===== config.mk =====
export PLATFORM = sky130hd
export DESIGN_NAME = cos_top
export DESIGN_NICKNAME = d
export VERILOG_FILES = /design/src/hw/cos_pkg.sv /design/src/hw/cos_out_mux.sv /design/src/hw/cos_top.sv
export SDC_FILE = /design/constraint.sdc
export NUM_CORES = 1
export LEC_CHECK = 0
export ABC_AREA = 0
export BUFFER_PORTS_ARGS = -buffer_cell sky130_fd_sc_hd__clkbuf_2
export CORE_MARGIN = 3
export CORE_UTILIZATION = 44
export CTS_CLUSTER_SIZE = 25
export DETAILED_ROUTE_END_ITERATION = 10
export MAX_ROUTING_LAYER = met4
export PLACE_DENSITY = 0.95
export SETUP_SLACK_MARGIN = 0.4
export SYNTH_ARGS = -nofsm -noshare
export SYNTH_HDL_FRONTEND = slang
export SYNTH_SLANG_ARGS = --single-unit

===== constraint.sdc =====
create_clock -name I_CLK_SYS -period 2.4 [get_ports I_CLK_SYS]
set_input_delay 0.36 -clock I_CLK_SYS [delete_from_list [all_inputs] [get_ports I_CLK_SYS]]
set_output_delay 0.36 -clock I_CLK_SYS [all_outputs]
set_load 0.05 [all_outputs]

===== src/hw/cos_pkg.sv =====
package cos_pkg;

    // ****************************************
    // Register map (byte addresses = 4 x index)
    // ****************************************
    localparam logic [7:0] COS_IDX_FIRST_CTRL = 8'h1A;
    localparam logic [7:0] COS_IDX_SECOND_CTRL = 8'h1B;
    localparam logic [11:0] COS_ADDR_FIRST_CTRL = {2'h0, COS_IDX_FIRST_CTRL, 2'h0};
    localparam logic [11:0] COS_ADDR_SECOND_CTRL = {2'h0, COS_IDX_SECOND_CTRL, 2'h0};
    localparam logic [7:0] COS_FIRST_CTRL_RST = 8'h00;
    localparam logic [7:0] COS_SECOND_CTRL_RST = 8'h00;

    // ****************************************
    // Field positions
    // ****************************************
    localparam int COS_SEL_LSB = 0;
    localparam int COS_SEL_MSB = 3;
    localparam int COS_LEVEL_BIT = 4;
    localparam int COS_CMI_EN_BIT = 5;
    localparam int COS_CMI_INV_BIT = 6;
    localparam int COS_TTL_BIT = 7;
    localparam int COS_NRZ_BIT = 7;
    localparam logic [7:0] COS_SECOND_WMASK = 8'h9F;

    // ****************************************
    // Function select codes
    // ****************************************
    typedef enum logic [3:0] {
        COS_FN_STATIC = 4'h0,
        COS_FN_RCLK = 4'h1,
        COS_FN_LOS = 4'h2,
        COS_FN_LOC = 4'h3,
        COS_FN_RAI = 4'h4,
        COS_FN_AIS = 4'h5,
        COS_FN_SLIP = 4'h6,
        COS_FN_CRCERR = 4'h7,
        COS_FN_LOTC = 4'h8,
        COS_FN_RFSYNC = 4'h9,
        COS_FN_PRBSERR = 4'hA,
        COS_FN_DATA = 4'hB,
        COS_FN_CRC4MF = 4'hC,
        COS_FN_CASMF = 4'hD,
        COS_FN_TCLIM = 4'hE,
        COS_FN_RAILS = 4'hF
    } cos_fn_t;

    // ****************************************
    // Carriers
    // ****************************************
    typedef struct packed {
        logic rclk;
        logic los;
        logic loc;
        logic rai;
        logic ais;
        logic slip;
        logic crc_err;
        logic lotc;
        logic rfsync;
        logic prbs_err;
        logic tdata;
        logic rdata;
        logic crc4_mf;
        logic cas_mf;
        logic tx_clim;
        logic tx_pos;
        logic tx_neg;
    } cos_src_t;

    typedef struct packed {
        logic ttl_rail_en;
        logic cmi_invert;
        logic cmi_en;
        logic nrz_en;
    } cos_rx_mode_t;

endpackage


===== src/hw/cos_out_mux.sv =====
`timescale 1ns/100ps
module cos_out_mux
    import cos_pkg::*;
(
    input wire logic i_clk,
    input wire logic i_rst_b,
    input wire logic [7:0] i_ctrl,
    input wire cos_src_t i_src,
    input wire logic i_is_first,
    output logic o_pin
);

    // ****************************************
    // Selection
    // ****************************************
    wire cos_fn_t sel = cos_fn_t'(i_ctrl[COS_SEL_MSB:COS_SEL_LSB]);
    wire logic level = i_ctrl[COS_LEVEL_BIT];
    wire logic crc_gated = i_src.crc_err & ~i_src.los;
    wire logic data_bit = i_is_first ? i_src.rdata : i_src.tdata;
    wire logic rail_bit = i_is_first ? i_src.tx_neg : i_src.tx_pos;
    logic raw;
    logic pin_next;
    logic pin_reg;

    always_comb begin
        unique case (sel)
            COS_FN_STATIC: raw = 1'b0;
            COS_FN_RCLK: raw = i_src.rclk;
            COS_FN_LOS: raw = i_src.los;
            COS_FN_LOC: raw = i_src.loc;
            COS_FN_RAI: raw = i_src.rai;
            COS_FN_AIS: raw = i_src.ais;
            COS_FN_SLIP: raw = i_src.slip;
            COS_FN_CRCERR: raw = crc_gated;
            COS_FN_LOTC: raw = i_src.lotc;
            COS_FN_RFSYNC: raw = i_src.rfsync;
            COS_FN_PRBSERR: raw = i_src.prbs_err;
            COS_FN_DATA: raw = data_bit;
            COS_FN_CRC4MF: raw = i_src.crc4_mf;
            COS_FN_CASMF: raw = i_src.cas_mf;
            COS_FN_TCLIM: raw = i_src.tx_clim;
            COS_FN_RAILS: raw = rail_bit;
        endcase
    end

    // Static mode drives the level bit; otherwise a clear bit gives active low
    always_comb begin
        if (sel == COS_FN_STATIC) begin
            pin_next = level;
        end else begin
            pin_next = level ? raw : ~raw;
        end
    end

    // Registered so the pin never glitches while select bits change
    always_ff @(posedge i_clk or negedge i_rst_b) begin
        if (!i_rst_b) begin
            pin_reg <= 1'b0;
        end else begin
            pin_reg <= pin_next;
        end
    end

    assign o_pin = pin_reg;

endmodule


===== src/hw/cos_top.sv =====
// Our own choice: register access over APB.
`timescale 1ns/100ps
module cos_top
    import cos_pkg::*;
(
    input wire logic I_CLK_SYS,
    input wire logic I_RST_B,
    input wire logic I_PSEL,
    input wire logic I_PENABLE,
    input wire logic I_PWRITE,
    input wire logic [11:0] I_PADDR,
    input wire logic [31:0] I_PWDATA,
    input wire logic [3:0] I_PSTRB,
    output logic [31:0] O_PRDATA,
    output logic O_PREADY,
    output logic O_PSLVERR,
    input wire cos_src_t I_SRC,
    output cos_rx_mode_t O_RX_MODE,
    output logic O_GENERAL_OUTPUT_FIRST,
    output logic O_GENERAL_OUTPUT_SECOND
);

    // ****************************************
    // Reset release
    // ****************************************
    logic rst_meta_reg;
    logic rst_sync_reg;

    always_ff @(posedge I_CLK_SYS or negedge I_RST_B) begin
        if (!I_RST_B) begin
            rst_meta_reg <= 1'b0;
            rst_sync_reg <= 1'b0;
        end else begin
            rst_meta_reg <= 1'b1;
            rst_sync_reg <= rst_meta_reg;
        end
    end

    wire logic rst_b = rst_sync_reg;

    // ****************************************
    // APB decode
    // ****************************************
    logic [7:0] first_ctrl_reg;
    logic [7:0] second_ctrl_reg;
    logic [31:0] prdata_reg;
    logic [31:0] prdata_next;

    wire logic hit_a = (I_PADDR == COS_ADDR_FIRST_CTRL);
    wire logic hit_b = (I_PADDR == COS_ADDR_SECOND_CTRL);
    wire logic mapped = hit_a | hit_b;
    wire logic setup = I_PSEL & ~I_PENABLE;
    wire logic access = I_PSEL & I_PENABLE;
    wire logic wr_lane0 = access & I_PWRITE & I_PSTRB[0];
    wire logic wr_a = wr_lane0 & hit_a;
    wire logic wr_b = wr_lane0 & hit_b;
    // Unused bits 6:5 of the second register are held at zero whatever is written
    wire logic [7:0] second_wdata = I_PWDATA[7:0] & COS_SECOND_WMASK;

    assign prdata_next = hit_a ? {24'h000000, first_ctrl_reg} :
                         hit_b ? {24'h000000, second_ctrl_reg} : 32'h00000000;

    // Zero wait states: pready is high in every access phase
    assign O_PREADY = 1'b1;
    assign O_PSLVERR = access & ~mapped;

    // ****************************************
    // Control registers
    // ****************************************
    always_ff @(posedge I_CLK_SYS or negedge rst_b) begin
        if (!rst_b) begin
            first_ctrl_reg <= COS_FIRST_CTRL_RST;
            second_ctrl_reg <= COS_SECOND_CTRL_RST;
        end else begin
            if (wr_a) begin
                first_ctrl_reg <= I_PWDATA[7:0];
            end
            if (wr_b) begin
                second_ctrl_reg <= second_wdata;
            end
        end
    end

    // Read data captured in setup so it is stable through the access phase
    always_ff @(posedge I_CLK_SYS or negedge rst_b) begin
        if (!rst_b) begin
            prdata_reg <= 32'h00000000;
        end else if (setup & ~I_PWRITE) begin
            prdata_reg <= prdata_next;
        end
    end

    assign O_PRDATA = prdata_reg;

    // ****************************************
    // Receive line-input modes
    // ****************************************
    assign O_RX_MODE.ttl_rail_en = first_ctrl_reg[COS_TTL_BIT];
    assign O_RX_MODE.cmi_invert = first_ctrl_reg[COS_CMI_INV_BIT];
    assign O_RX_MODE.cmi_en = first_ctrl_reg[COS_CMI_EN_BIT];
    assign O_RX_MODE.nrz_en = second_ctrl_reg[COS_NRZ_BIT];

    // ****************************************
    // Output pins
    // ****************************************
    logic [7:0] ctrl_arr [2];
    logic [1:0] pins;

    assign ctrl_arr[0] = first_ctrl_reg;
    assign ctrl_arr[1] = second_ctrl_reg;

    // One independent mux per pin, each steered by its own register
    for (genvar g = 0; g < 2; g++) begin : g_out
        cos_out_mux u_mux (
            .i_clk(I_CLK_SYS),
            .i_rst_b(rst_b),
            .i_ctrl(ctrl_arr[g]),
            .i_src(I_SRC),
            .i_is_first(g == 0),
            .o_pin(pins[g])
        );
    end

    assign O_GENERAL_OUTPUT_FIRST = pins[0];
    assign O_GENERAL_OUTPUT_SECOND = pins[1];

endmodule


==> flow_metrics.env <==
export IMPL_cp_arrival_ps=2080
export IMPL_port_buffers=57
export IMPL_via_count=1058
export IMPL_track_usage_pct=13.0
export IMPL_viasPerCell=4.70
export IMPL_cp_data_required_time_ps=2620
export IMPL_synth_seq_cells=26
export IMPL_clkSinkCount=26
export IMPL_fmax_mhz=538
export IMPL_synth_cell_types=28
export IMPL_cp_startpoint="first_ctrl_reg[0]"
export IMPL_ys_warn_count=0
export IMPL_final_cell_mix="clkbuf_2 (57), dfrtp_1 (26), conb_1 (26)"
export IMPL_clk_latency_ps=320
export IMPL_status="finished clean"
export IMPL_nets=250
export IMPL_grt_pass1_vias=950
export IMPL_crit_type="reg2reg"
export IMPL_final_common_cell="clkbuf_2"
export IMPL_r2r_slack_ps=540
export IMPL_p_per_area_nw_per_um2=451
export IMPL_vdd_drop_max_uv=391
export IMPL_finalClockSkew_ps=8.87
export IMPL_whs_ps=258
export IMPL_synth_area_um2=1570
export IMPL_dieArea_um2=4320
export IMPL_gp_congestion=0.700
export IMPL_min_period_ps=1860
export IMPL_grt_pass1_wl_um=4170
export IMPL_slew_violations=0
export IMPL_synthArstFlopShare_pct=100
export IMPL_hold_viol_final=0
export IMPL_path_clk_slew_ps=130
export IMPL_worstHoldPathCells=2
export IMPL_ant_nets=0
export IMPL_cts_tree="done"
export IMPL_relSlewSlack_pct=38.6
export IMPL_drt_iter0_drc=7
export IMPL_cap_violations=0
export IMPL_die_y_um=65.7
export IMPL_antenna_found_initial=0
export IMPL_period_share_pct=77.4
export IMPL_core_area_um2=3390
export IMPL_worstHoldPathType="in2reg"
export IMPL_rr_worst_depth=3
export IMPL_areaGrowthSynthToFinish_pct=14.5
export IMPL_hold_start="I_PWDATA[4]"
export IMPL_wirelength_um=2730
export IMPL_drc=0
export IMPL_syn_avg_cell_area_um2=12.4
export IMPL_start_util_pct=46.3
export IMPL_p_leak_uw=0.000943
export IMPL_antennaDiodeCount=0
export IMPL_tightest_slew_ps=921
export IMPL_syn_inst=127
export IMPL_cts_max_level=1
export IMPL_drive_gt1_share_pct=42.5
export IMPL_routedWlPerCell_um=12.1
export IMPL_synth_top_area_cell="dfrtp_1"
export IMPL_finalSetupViolCount=0
export IMPL_synth_top_cell_area_share_pct=41.5
export IMPL_drt_pass1_iter_count=3
export IMPL_die_x_um=65.7
export IMPL_worstSetupStartpointType="flop"
export IMPL_grt_ovfl_total=0
export IMPL_slowest_delay_ps=610
export IMPL_root_buffer="clkbuf_4"
export IMPL_yosys_top_cells_area="dfrtp_1 (41%), buf_4 (14%), mux4_1 (10%)"
export IMPL_clk_path_buf_depth=2
export IMPL_reg2reg_to="g_out[0].u_mux.o_pin"
export IMPL_rows=21
export IMPL_cts_buffers=3
export IMPL_cp_max_fo=7
export IMPL_worstPathCellList="mux4_1 > mux4_2 > xnor2_1"
export IMPL_synth_edf_count=0
export IMPL_io_pins=110
export IMPL_cp_slowest_cell="mux4_1"
export IMPL_min_to="second_ctrl_reg[4]"
export IMPL_regToRegStartpoint="first_ctrl_reg[0]"
export IMPL_post_cts_resize_count=0
export IMPL_grt_max_degree=25
export IMPL_ys_flop_type="dfrtp_1"
export IMPL_rsz0062_at_grt="no"
export IMPL_critical_path_top_delay_family="multiplexers"
export IMPL_dp_hpwl_um=2230
export IMPL_final_setup_tns_ps=0
export IMPL_critPathBufInv=0
export IMPL_endpoint_kind="flop"
export IMPL_synth_seq_area_share_pct=41.5
[stage by stage]
step | instances | power, µW | cell area (µm²) | util (%) | setup WS [ps]
after floorplan | 151 | 596 | 1660 | - | 636
after global placement | 220 | 604 | 1750 | 51.6 | 474
after detailed placement | 220 | 606 | 1750 | 51.6 | 431
after CTS | 225 | 824 | 1800 | 53.0 | 515
after global routing | 225 | 852 | 1800 | 53.0 | 452
final | 225 | 810 | 1800 | 53.0 | 542
[routing by layer]
metal / global-route usage, % / share of wire, % / up-vias / wire [µm]
met1: 15.2 / 43 / 497 / 1170
met3: 5.30 / 11 / 0 / 289
met4: 2.07 / 0 / 0 / 0
met2: 21.5 / 47 / 52 / 1270
li1: - / - / 509 / -
met5: - / 0 / - / 0
[cells by family after synthesis]
kind of cell / Yosys count / synth area share [%]
buf+inv: 35 / 16.3
mux: 30 / 28.1
flops: 26 / 41.5
simple gates: 21 / 8.53
compound gates: 11 / 4.07
xor+xnor: 2 / 1.12
other cells: 2 / 0.479
[Yosys cell counts (2+ instances only)]
cell / n
buf_4: 29
nor3b_1: 3
clkbuf_1: 3
nand4_1: 2
o21ai_0: 6
conb_1: 2
nand2_1: 7
mux4_1: 6
a21oi_1: 2
dfrtp_1: 26
mux2i_1: 8
mux2_1: 5
a22o_1: 2
buf_6: 2
mux2_2: 9
mux4_2: 2
xnor2_1: 2
[power by group]
group | internal [µW] | switching (µW) | total (µW)
clock | 92.8 | 119 | 212
combinational | 39.3 | 112 | 151
sequential | 440 | 7.66 | 447
[worst max-delay path by stage]
stage / endpoint / depth (start not counted)
final: g_out[0].u_mux.o_pin / 3
after global routing: g_out[0].u_mux.o_pin / 3
after CTS: g_out[0].u_mux.o_pin / 3
after detailed placement: first_ctrl_reg[6] / 5
after floorplan: O_PSLVERR / 2
after global placement: first_ctrl_reg[0] / 5
[cell type report]
cell class / count / area (µm²)
inverter: 1 / 3.75
tap: 46 / 57.6
timing repair buffer: 58 / 295
multi-input combinational: 90 / 753
clock buffer: 4 / 36.3
sequential: 26 / 651
fill: 320 / 1590
[repair_timing]
item | in CTS | in global routing
hold buffers | 1 | 0
setup buffers | 0 | 0
endpoints found under the hold margin | 2 | 0
Note: power is estimated with default switching activity, not from simulation.
